File: src/pkg/wkt_regs.vh
// Register map, field positions and constants of the wake-up timer and event flag unit.
`ifndef WKT_REGS_VH
`define WKT_REGS_VH

// Register byte offsets, one 32-bit word each.
`define WKT_ADDR_W 6
`define WKT_OFS_STATUS 6'h00
`define WKT_OFS_CLEAR 6'h04
`define WKT_OFS_RISE_EN 6'h08
`define WKT_OFS_FALL_EN 6'h0C
`define WKT_OFS_IRQ_EN 6'h10
`define WKT_OFS_CTRL 6'h14
`define WKT_OFS_PIT_INTERVAL 6'h18
`define WKT_OFS_LIT_CMP 6'h1C
`define WKT_OFS_COUNT 6'h20
`define WKT_OFS_PIT_CMP 6'h24

// Control register fields.
`define WKT_CTRL_RUN 0
`define WKT_CTRL_SEL_LSB 1
`define WKT_CTRL_SEL_MSB 2
`define WKT_CTRL_PRESCALE_BY_512_ENABLE 3
`define WKT_CTRL_DIV32 4
`define WKT_CTRL_PIT_EN 5
`define WKT_CTRL_LIT_EN 6
`define WKT_CTRL_W 7
`define WKT_CTRL_RESET 7'h00

// Counter clock source codes.
`define WKT_SEL_SLOW_INT 2'h0
`define WKT_SEL_SLOW_XTAL 2'h1
`define WKT_SEL_FAST_INT 2'h2
`define WKT_SEL_NONE 2'h3

// Prescaler terminal counts.
`define WKT_DIVA_W 9
`define WKT_DIVA_LAST 9'h1FF
`define WKT_DIVB_W 5
`define WKT_DIVB_LAST 5'h1F

// Counter slices used by the two compare channels.
`define WKT_CNT_W 32
`define WKT_PIT_W 10
`define WKT_PIT_MSB 9
`define WKT_LIT_W 12
`define WKT_LIT_LSB 10
`define WKT_LIT_MSB 21

// Source bit positions of the two internal timers.
`define WKT_SRC_PIT 0
`define WKT_SRC_LIT 1
`define WKT_SRC_INT_N 2

`endif

File: src/design/wkt_prescaler.v
// Counter clock source selection and cascaded prescalers producing a count enable.
`include "wkt_regs.vh"

module wkt_prescaler (
	// Clock and power-up reset
	input wire hclk,
	input wire por_n,
	// Oscillator pins, unrelated to hclk
	input wire slow_internal_oscillator,
	input wire slow_crystal_oscillator,
	input wire fast_internal_oscillator,
	// Configuration
	input wire run,
	input wire [1:0] clk_sel,
	input wire prescale_by_512_enable,
	input wire prescale_by_32_enable,
	// One-cycle counter increment enable
	output reg tick_r
);

	reg [2:0] osc_s1_r;
	reg [2:0] osc_s2_r;
	reg [2:0] osc_prev_r;
	reg [`WKT_DIVA_W-1:0] diva_r;
	reg [`WKT_DIVB_W-1:0] divb_r;
	reg src_tick;
	wire [2:0] osc_rise;
	wire diva_out;
	wire divb_out;

	// Oscillators are sampled at 250 MHz; the fastest source is 16 MHz, so every edge is seen.
	always @(posedge hclk or negedge por_n) begin
		if (!por_n) begin
			osc_s1_r <= 3'h0;
			osc_s2_r <= 3'h0;
			osc_prev_r <= 3'h0;
		end else begin
			osc_s1_r <= {fast_internal_oscillator, slow_crystal_oscillator,
				slow_internal_oscillator};
			osc_s2_r <= osc_s1_r;
			osc_prev_r <= osc_s2_r;
		end
	end

	assign osc_rise = osc_s2_r & ~osc_prev_r;

	always @* begin
		case (clk_sel)
			`WKT_SEL_SLOW_INT: src_tick = osc_rise[0];
			`WKT_SEL_SLOW_XTAL: src_tick = osc_rise[1];
			`WKT_SEL_FAST_INT: src_tick = osc_rise[2];
			default: src_tick = 1'b0;
		endcase
	end

	assign diva_out = prescale_by_512_enable ? (src_tick && diva_r == `WKT_DIVA_LAST) : src_tick;
	assign divb_out = prescale_by_32_enable ? (diva_out && divb_r == `WKT_DIVB_LAST) : diva_out;

	always @(posedge hclk or negedge por_n) begin
		if (!por_n) begin
			diva_r <= {`WKT_DIVA_W{1'b0}};
			divb_r <= {`WKT_DIVB_W{1'b0}};
			tick_r <= 1'b0;
		end else begin
			if (src_tick && prescale_by_512_enable)
				diva_r <= diva_r + 1'b1;
			if (diva_out && prescale_by_32_enable)
				divb_r <= divb_r + 1'b1;
			tick_r <= run & divb_out;
		end
	end

endmodule

File: src/design/wkt_top.v
// Wake-up timer with periodic and long-interval compares and wake-up event flags.
`include "wkt_regs.vh"

module wkt_top #(
	parameter NSRC = 29
) (
	// Clock and resets
	input wire hclk,
	input wire hresetn,
	input wire por_n,
	// AHB-Lite slave
	input wire hsel,
	input wire [31:0] haddr,
	input wire [1:0] htrans,
	input wire hwrite,
	input wire [2:0] hsize,
	input wire [31:0] hwdata,
	input wire hready,
	output wire hreadyout,
	output wire hresp,
	output reg [31:0] hrdata,
	// Counter clock sources
	input wire slow_internal_oscillator,
	input wire slow_crystal_oscillator,
	input wire fast_internal_oscillator,
	// External wake-up pins
	input wire [NSRC-`WKT_SRC_INT_N-1:0] wake_pin,
	// Mode controller side
	input wire lp_mode,
	output reg wakeup_req_r,
	output reg irq_r,
	// Timer match pulses
	output reg pit_match_r,
	output reg lit_match_r
);

	// Bus state.
	reg wr_pend_r;
	reg [`WKT_ADDR_W-1:0] wr_addr_r;
	reg rd_wait_r;
	reg [`WKT_ADDR_W-1:0] rd_addr_r;
	wire addr_take;

	// Software registers.
	reg [NSRC-1:0] wakeup_status_flags;
	reg [NSRC-1:0] rise_edge_event_enables;
	reg [NSRC-1:0] fall_edge_event_enables;
	reg [NSRC-1:0] flag_irq_enables;
	reg [`WKT_CTRL_W-1:0] ctrl_r;
	reg [`WKT_PIT_W-1:0] pit_interval_r;
	reg [`WKT_PIT_W-1:0] pit_cmp_r;
	reg [`WKT_LIT_W-1:0] lit_cmp_r;

	// Counter and events.
	reg [`WKT_CNT_W-1:0] cnt_r;
	wire [`WKT_CNT_W-1:0] cnt_inc;
	wire tick;
	wire pit_hit;
	wire lit_hit;
	reg [NSRC-`WKT_SRC_INT_N-1:0] pin_s1_r;
	reg [NSRC-`WKT_SRC_INT_N-1:0] pin_s2_r;
	reg [NSRC-1:0] src_prev_r;
	wire [NSRC-1:0] src_lvl;
	wire [NSRC-1:0] src_event;
	wire [NSRC-1:0] clr_mask;
	wire [NSRC-1:0] flags_nxt;
	reg [31:0] rd_mux;

	wire wr_ctrl;
	wire wr_pit;
	wire wr_lit;

	wkt_prescaler u_prescaler (
		.hclk(hclk),
		.por_n(por_n),
		.slow_internal_oscillator(slow_internal_oscillator),
		.slow_crystal_oscillator(slow_crystal_oscillator),
		.fast_internal_oscillator(fast_internal_oscillator),
		.run(ctrl_r[`WKT_CTRL_RUN]),
		.clk_sel(ctrl_r[`WKT_CTRL_SEL_MSB:`WKT_CTRL_SEL_LSB]),
		.prescale_by_512_enable(ctrl_r[`WKT_CTRL_PRESCALE_BY_512_ENABLE]),
		.prescale_by_32_enable(ctrl_r[`WKT_CTRL_DIV32]),
		.tick_r(tick)
	);

	// Bus slave. Writes finish with no wait; reads take one wait state so that the
	// read data always reflect a write that ended in the preceding cycle.
	assign addr_take = hsel & hready & htrans[1];
	assign hreadyout = ~rd_wait_r;
	assign hresp = 1'b0;

	always @(posedge hclk or negedge hresetn) begin
		if (!hresetn) begin
			wr_pend_r <= 1'b0;
			wr_addr_r <= {`WKT_ADDR_W{1'b0}};
			rd_wait_r <= 1'b0;
			rd_addr_r <= {`WKT_ADDR_W{1'b0}};
			hrdata <= 32'h00000000;
		end else begin
			wr_pend_r <= addr_take & hwrite;
			rd_wait_r <= addr_take & ~hwrite;
			if (addr_take) begin
				wr_addr_r <= haddr[`WKT_ADDR_W-1:0];
				rd_addr_r <= haddr[`WKT_ADDR_W-1:0];
			end
			if (rd_wait_r)
				hrdata <= rd_mux;
		end
	end

	always @* begin
		case (rd_addr_r)
			`WKT_OFS_STATUS: rd_mux = {{(32-NSRC){1'b0}}, wakeup_status_flags};
			`WKT_OFS_RISE_EN: rd_mux = {{(32-NSRC){1'b0}}, rise_edge_event_enables};
			`WKT_OFS_FALL_EN: rd_mux = {{(32-NSRC){1'b0}}, fall_edge_event_enables};
			`WKT_OFS_IRQ_EN: rd_mux = {{(32-NSRC){1'b0}}, flag_irq_enables};
			`WKT_OFS_CTRL: rd_mux = {{(32-`WKT_CTRL_W){1'b0}}, ctrl_r};
			`WKT_OFS_PIT_INTERVAL: rd_mux = {{(32-`WKT_PIT_W){1'b0}}, pit_interval_r};
			`WKT_OFS_LIT_CMP: rd_mux = {{(32-`WKT_LIT_W){1'b0}}, lit_cmp_r};
			`WKT_OFS_COUNT: rd_mux = cnt_r;
			`WKT_OFS_PIT_CMP: rd_mux = {{(32-`WKT_PIT_W){1'b0}}, pit_cmp_r};
			default: rd_mux = 32'h00000000;
		endcase
	end

	assign wr_ctrl = wr_pend_r && wr_addr_r == `WKT_OFS_CTRL;
	assign wr_pit = wr_pend_r && wr_addr_r == `WKT_OFS_PIT_INTERVAL;
	assign wr_lit = wr_pend_r && wr_addr_r == `WKT_OFS_LIT_CMP;

	// Counter configuration lives on the power-up reset so that a functional reset
	// neither stops the counter nor changes its rate.
	always @(posedge hclk or negedge por_n) begin
		if (!por_n)
			ctrl_r <= `WKT_CTRL_RESET;
		else if (wr_ctrl)
			ctrl_r <= hwdata[`WKT_CTRL_W-1:0];
	end

	assign cnt_inc = cnt_r + 32'h00000001;

	always @(posedge hclk or negedge por_n) begin
		if (!por_n)
			cnt_r <= 32'h00000000;
		else if (tick)
			cnt_r <= cnt_inc;
	end

	assign pit_hit = tick & ctrl_r[`WKT_CTRL_PIT_EN] &
		(cnt_inc[`WKT_PIT_MSB:0] == pit_cmp_r);

	assign lit_hit = tick & ctrl_r[`WKT_CTRL_LIT_EN] &
		(cnt_inc[`WKT_LIT_MSB:`WKT_LIT_LSB] == lit_cmp_r) &
		(cnt_inc[`WKT_PIT_MSB:0] == {`WKT_PIT_W{1'b0}});

	// A write of the interval rearms the compare one interval ahead of now.
	always @(posedge hclk or negedge hresetn) begin
		if (!hresetn) begin
			pit_interval_r <= {`WKT_PIT_W{1'b0}};
			pit_cmp_r <= {`WKT_PIT_W{1'b0}};
			lit_cmp_r <= {`WKT_LIT_W{1'b0}};
			pit_match_r <= 1'b0;
			lit_match_r <= 1'b0;
		end else begin
			pit_match_r <= pit_hit;
			lit_match_r <= lit_hit;
			if (wr_pit) begin
				pit_interval_r <= hwdata[`WKT_PIT_W-1:0];
				pit_cmp_r <= cnt_r[`WKT_PIT_MSB:0] + hwdata[`WKT_PIT_W-1:0];
			end else if (pit_hit) begin
				pit_cmp_r <= pit_cmp_r + pit_interval_r;
			end
			if (wr_lit)
				lit_cmp_r <= hwdata[`WKT_LIT_W-1:0];
		end
	end

	// External pins pass two flops before any edge logic looks at them.
	always @(posedge hclk or negedge hresetn) begin
		if (!hresetn) begin
			pin_s1_r <= {(NSRC-`WKT_SRC_INT_N){1'b0}};
			pin_s2_r <= {(NSRC-`WKT_SRC_INT_N){1'b0}};
			src_prev_r <= {NSRC{1'b0}};
		end else begin
			pin_s1_r <= wake_pin;
			pin_s2_r <= pin_s1_r;
			src_prev_r <= src_lvl;
		end
	end

	assign src_lvl = {pin_s2_r, lit_hit, pit_hit};
	assign clr_mask = (wr_pend_r && wr_addr_r == `WKT_OFS_CLEAR) ?
		hwdata[NSRC-1:0] : {NSRC{1'b0}};

	genvar i;
	generate
		for (i = 0; i < NSRC; i = i + 1) begin : g_src
			assign src_event[i] = (src_lvl[i] & ~src_prev_r[i] & rise_edge_event_enables[i]) |
				(~src_lvl[i] & src_prev_r[i] & fall_edge_event_enables[i]);
			assign flags_nxt[i] = src_event[i] | (wakeup_status_flags[i] & ~clr_mask[i]);
		end
	endgenerate

	always @(posedge hclk or negedge hresetn) begin
		if (!hresetn) begin
			wakeup_status_flags <= {NSRC{1'b0}};
			rise_edge_event_enables <= {NSRC{1'b0}};
			fall_edge_event_enables <= {NSRC{1'b0}};
			flag_irq_enables <= {NSRC{1'b0}};
			wakeup_req_r <= 1'b0;
			irq_r <= 1'b0;
		end else begin
			wakeup_status_flags <= flags_nxt;
			if (wr_pend_r && wr_addr_r == `WKT_OFS_RISE_EN)
				rise_edge_event_enables <= hwdata[NSRC-1:0];
			if (wr_pend_r && wr_addr_r == `WKT_OFS_FALL_EN)
				fall_edge_event_enables <= hwdata[NSRC-1:0];
			if (wr_pend_r && wr_addr_r == `WKT_OFS_IRQ_EN)
				flag_irq_enables <= hwdata[NSRC-1:0];
			wakeup_req_r <= lp_mode & (|wakeup_status_flags);
			irq_r <= ~lp_mode & (|(wakeup_status_flags & flag_irq_enables));
		end
	end

endmodule

File: config.mk
export PLATFORM = sky130hd
export DESIGN_NAME = wkt_top
export DESIGN_NICKNAME = d
export VERILOG_FILES = /design/src/design/wkt_prescaler.v /design/src/design/wkt_top.v
export VERILOG_INCLUDE_DIRS = /design/src /design/src/pkg
export SDC_FILE = /design/constraint.sdc
export NUM_CORES = 1
export LEC_CHECK = 0
export BUFFER_PORTS_ARGS = -buffer_cell sky130_fd_sc_hd__buf_2
export CELL_PAD_IN_SITES_DETAIL_PLACEMENT = 0
export CELL_PAD_IN_SITES_GLOBAL_PLACEMENT = 1
export CORE_MARGIN = 10
export CORE_UTILIZATION = 45
export DETAILED_ROUTE_END_ITERATION = 7
export GPL_ROUTABILITY_DRIVEN = 0
export PLACE_DENSITY_LB_ADDON = 0.25
export SLEW_MARGIN = 20
export SYNTH_ARGS = -nofsm -noshare
export SYNTH_HDL_FRONTEND = slang
export SYNTH_HIERARCHICAL = 1
export SYNTH_SLANG_ARGS = --single-unit
File: constraint.sdc
create_clock -name hclk -period 3.2 [get_ports hclk]
set_clock_uncertainty 0.2 [all_clocks]
set_input_delay 0.48 -clock hclk [delete_from_list [all_inputs] [get_ports hclk]]
set_output_delay 0.48 -clock hclk [all_outputs]
set_load 0.005 [all_outputs]
# Yosys cells after proc, flatten, opt, wreduce, memory -nomap -nowiden
# Index checks and enable logic that the tools add are counted.
# classes
add_sub_neg,5
n_eq_ne,15
muxes,7
bitwise_logic,308
n_reduce_logical,17
# ops
op,n
32-bit case mux with 9 select lines,1
1-bit AND,157
1-bit inverter,90
1-bit OR,58
29-bit OR reduction,2
"32-bit by 1-bit adder with 32-bit output, second input constant",1
29-bit AND,1
29-bit 2-to-1 mux,1
"6-bit by 5-bit equality test with 1-bit output, second input constant",4
10-bit adder,2
10-bit 2-to-1 mux,2
12-bit equality test,1
"6-bit by 4-bit equality test with 1-bit output, second input constant",2
"6-bit equality test, second input constant",2
1-bit logical AND,11
10-bit equality test,1
10-bit zero test,1
"9-bit by 1-bit adder with 9-bit output, second input constant",1
"9-bit equality test, second input constant",1
"6-bit by 3-bit equality test with 1-bit output, second input constant",1
6-bit zero test,1
"5-bit by 1-bit adder with 5-bit output, second input constant",1
"5-bit equality test, second input constant",1
3-bit AND,1
7 further kinds,8
# totals
regBits,338
in_bits,106
output_inout_bits,38

# Logic depth before layout (Yosys ltp)
# depth
word_depth,9
depth_mapped,12

# Hierarchy
# Netlist, hierarchy kept.
# modules_own_cells
mod,instances,cells_each,area_per_inst_um2,seq_area_each_um2
wkt_top,1,1199,13969.6,7807.5
wkt_prescaler,1,80,1043.5,600.6

# Worst setup path after synthesis
# No wires, ideal clock.
# synth_path
kind,register -> register
from,reg cnt_r[0]
to,reg pit_cmp_r[9]
setup_ps,82
arrival_ps,2431
required_time_ps,2918
path_slack_ps,488
path_stages_with_launch,11
path_cell_list,dfrtp_1 ha_1 and3_1 buf_2 nor3b_1 nor3_1 a21o_1 or4_1 buf_2 or3_1 a31oi_1
# synth_via
elab_chain_len,4
# synth_lines
element,line,text
"start, declared",wkt_top.v:55,reg [`WKT_CNT_W-1:0] cnt_r;
"start signal, assigned",wkt_top.v:145,cnt_r <= cnt_inc;
32-bit by 1-bit adder with 32-bit output,wkt_top.v:139,assign cnt_inc = cnt_r + 32'h00000001;
10-bit equality test,wkt_top.v:149,(cnt_inc[`WKT_PIT_MSB:0] == pit_cmp_r);
1-bit AND,wkt_top.v:148,assign pit_hit = tick & ctrl_r[`WKT_CTRL_PIT_EN] &
2-bit nonzero test (no source line),-,
"end signal, assigned",wkt_top.v:159,pit_cmp_r <= {`WKT_PIT_W{1'b0}};
"end signal, assigned",wkt_top.v:168,pit_cmp_r <= cnt_r[`WKT_PIT_MSB:0] + hwdata[`WKT_PIT_W-1:0];
"end signal, assigned",wkt_top.v:170,pit_cmp_r <= pit_cmp_r + pit_interval_r;
"end, declared",wkt_top.v:51,reg [`WKT_PIT_W-1:0] pit_cmp_r;
# Parallel ways exist; a longest one is shown, timed or not.
# A chain may end at the register's enable or synchronous reset.

# Worst setup path in the final report
# layout_path
from,reg cnt_r[6]
to,reg pit_cmp_r[9]
# Same word-level chain as after synthesis.

==> metrics.md <==
| Metric | Value |
|---|---|
| Req. time, crit path | `3.45 ns` |
| Sequential share of the synthesized area | `56.0%` |
| Clock tree sinks | `336` |
| # DRC | `0` |
| Clock power share | `43.0%` |
| First-iteration detailed-routing DRC count | `995` |
| Total inserted antenna cells | `0` |
| Routed wire per std cell | `22.3 microns` |
| Commonest non-fill, non-tap cells in the layout | `336 x dfrtp_1, 146 x nand2_1, 116 x mux2_2, 108 x buf_2, 65 x xnor2_1` |
| Syn nets | `1410` |
| Final setup violating endpoints | `0` |
| Slew @ Worst Pin | `1.01 ns` |
| WS Path Type | `reg2reg` |
| Ys async rst share | `100%` |
| Nets | `1588` |
| Reg power frac | `46.6%` |
| TritonCTS clock tree | `yes` |
| Slew HR | `32.8%` |
| Die Ht | `203 microns` |
| Bufs on Longest Clock Path | `3` |
| Final Power | `10.4 mW` |
| I/O Buffers | `109` |
| Comb pwr share | `10.4%` |
| Worst-Skew Late Latency | `0.54 ns` |
| Most Used Layer, Global Route | `met2` |
| CTS H-tree lvls | `2` |
| Hold Slack | `0.0169 ns` |
| Final Util | `55.1%` |
| Core Box Area | `32700 sq um` |
| Design area | `18000 sq um` |
| Share of layout cells above drive strength 1 | `25.1%` |
| Die width | `203 microns` |
| GR Overflow Total | `0` |
| PwrDens | `576 nW/um^2` |
| Status | `complete, no violations` |
| Vias | `11124` |
| Synth Cell Area | `15000 sq um` |
| Area added between synthesis and finish | `20.1%` |
| Met2 Use GR | `34.7%` |
| Crit Path Max Fanout | `14` |
| Mean Syn Cell Area | `11.7 sq um` |
| EDFF count, synth | `0` |
| Drt first pass iters | `8` |
| R2R depth | `8` |
| Static leakage | `7.97 nW` |
| Initial Util | `45.9%` |
| Post-CTS Setup Bufs | `0` |
| Vias per cell | `5.77` |
| Leading cell type in the layout, fill and taps excluded | `dfrtp_1` |
| Switching share of power | `25.2%` |
| Worst Setup End Kind | `flop` |
| Number of global-route vias before repair | `11483` |
| # rows | `66` |
| R2r startpoint | `cnt_r[6]` |
| Routed WL | `42900 microns` |
| Min cycle time layout | `2.96 ns` |
| CP Launch Point | `cnt_r[6]` |
| Final Slew Violations | `0` |
| Main flop type after synthesis | `dfrtp_1` |
| Largest net degree at the start of global routing | `91` |
| Max_cap viols | `0` |
| VDD IR max | `429 uV` |
| YS warnings | `6` |
| GRT met1 Usage | `27.8%` |
| Reg-to-reg setup timing slack | `0.24 ns` |
| HPWL Detailed | `30700 microns` |
| Cell Int Power | `7.77 mW` |
| Initial antenna violation count | `0` |
| Die Area | `41100 sq um` |
| Reg-to-reg endpoint | `pit_cmp_r[9]` |
| Worst-path clk slew | `0.06 ns` |
| CTS root buffer | `clkbuf_16` |
| PostCTS Resize Cnt | `0` |
| Fmax | `337 MHz` |
| Yosys cell types | `68` |
| Crit path to | `pit_cmp_r[9]` |
| HP Class | `in2reg` |
| Worst Path Arrival | `3.21 ns` |
| Startpoint types | `flop` |
| TritonCTS buffer count | `36` |
| Sw Pwr | `2.62 mW` |
| Post-synthesis register bit count | `336` |
| Final worst path period share | `92.6%` |
| Met3 Use GR | `3.25%` |
| Antenna Nets Post-Route | `0` |
| RSZ-0062 raised after global routing | `false` |
| Area of placed instances | `16400 sq um` |
| First-pass GRT wire length | `67800 microns` |
| Final TNS setup | `0 ns` |
| Final Hold Fails | `0` |
| GRT Total Usage | `20.8%` |
| Gate Count Post-Synth | `1279` |
| Io pins | `144` |
[layer usage]
layer,wire [microns],vias to the layer above
met5,0,-
li1,-,5043
met4,924,0
met2,20900,372
met3,2750,68
met1,18400,5641
[power by group through the flow]
| stage | sequential, mW | clock, mW | combinational, mW |
|---|---|---|---|
| 5_1_grt | 4.87 | 4.73 | 1.21 |
| 3_5_place_dp | 4.91 | 0 | 1.05 |
| 2_1_floorplan | 4.80 | 0 | 0.641 |
| 4_1_cts | 4.84 | 4.54 | 1.10 |
| 3_3_place_gp | 4.90 | 0 | 1.03 |
| 6_report | 4.84 | 4.47 | 1.08 |
[worst max-delay path, cell delays in order, from the launching register on]
cell and delay [ns]:
dfrtp_1 0.58, nand4_1 0.21, nor3_1 0.50, xnor2_1 0.18, nand3_1 0.08, or4_1 0.40, buf_4 0.22, or3_1 0.36
a31oi_1 0.17
[registers in the layout, summed over array words and instances (netlist names), 27 cells and up]
name                     count
flag_irq_enables            29
hrdata                      32
cnt_r                       32
fall_edge_event_enables     29
rise_edge_event_enables     29
src_prev_r                  29
pin_s1_r                    27
wakeup_status_flags         29
pin_s2_r                    27
[cell type report]
| type | count | area, sq um |
|---|---|---|
| fill | 2900 | 14700 |
| sequential | 336 | 8410 |
| multi-input combinational | 851 | 6210 |
| timing repair buffer | 208 | 1470 |
| clock buffer | 46 | 1030 |
| tap | 442 | 553 |
| clock inverter | 20 | 267 |
| inverter | 24 | 90.1 |
[cells by family (layout without fill, tap and decap cells)]
group                    count (synthesis)  count (layout)  synth area share (%)
AO/OA/AOI/OAI                          243             243                  12.1
XOR/XNOR                                84              84                  4.90
adder cells (fa/ha/maj)                 25              25                  2.18
buffers and inverters                   92             298                  2.70
flip-flops                             336             336                  56.0
multiplexers                           131             131                  9.78
other                                    1               1                0.0250
AND/OR/NAND/NOR                        367             367                  12.3
[synth_stat cells, types with 28 or more instances]
master,number,share of area [%]
a21oi_1,32,1.1
o211ai_1,30,1.5
nand3_1,33,1.1
clkbuf_1,50,1.3
nand3b_1,28,1.4
dfrtp_1,336,56
xnor2_1,65,3.8
nor2_1,49,1.2
nand4_1,34,1.4
a22oi_1,42,2.1
mux2_2,116,8.7
nand2_1,146,3.7
[per-stage QoR]
step / std cells / setup slack, ns
finish: 1927 / 0.236
global route: 1927 / 0.0263
CTS: 1927 / 0.267
detailed placement: 1823 / 0.305
global placement: 1823 / 0.318
floorplan: 1279 / 0.488
[repair_timing]
action / CTS / global route
hold buffers: 38 / 0
endpoints found under the setup margin: 0 / 0
endpoints found under the hold margin: 134 / 0
[how the worst min path moves through the flow]
stage	slack, ns	end	startpoint	cells past startpoint
3_5_place_dp	0.13	pin_s2_r[17]	pin_s1_r[17]	0
2_1_floorplan	-0.02	cnt_r[0]	por_n	0
3_3_place_gp	0.13	pin_s2_r[21]	pin_s1_r[21]	0
5_1_grt	0.02	rd_addr_r[2]	haddr[2]	2
4_1_cts	0.01	rd_addr_r[1]	haddr[1]	2
6_report	0.02	rd_addr_r[1]	haddr[1]	2
No activity file was read; power rests on OpenSTA's default activity.
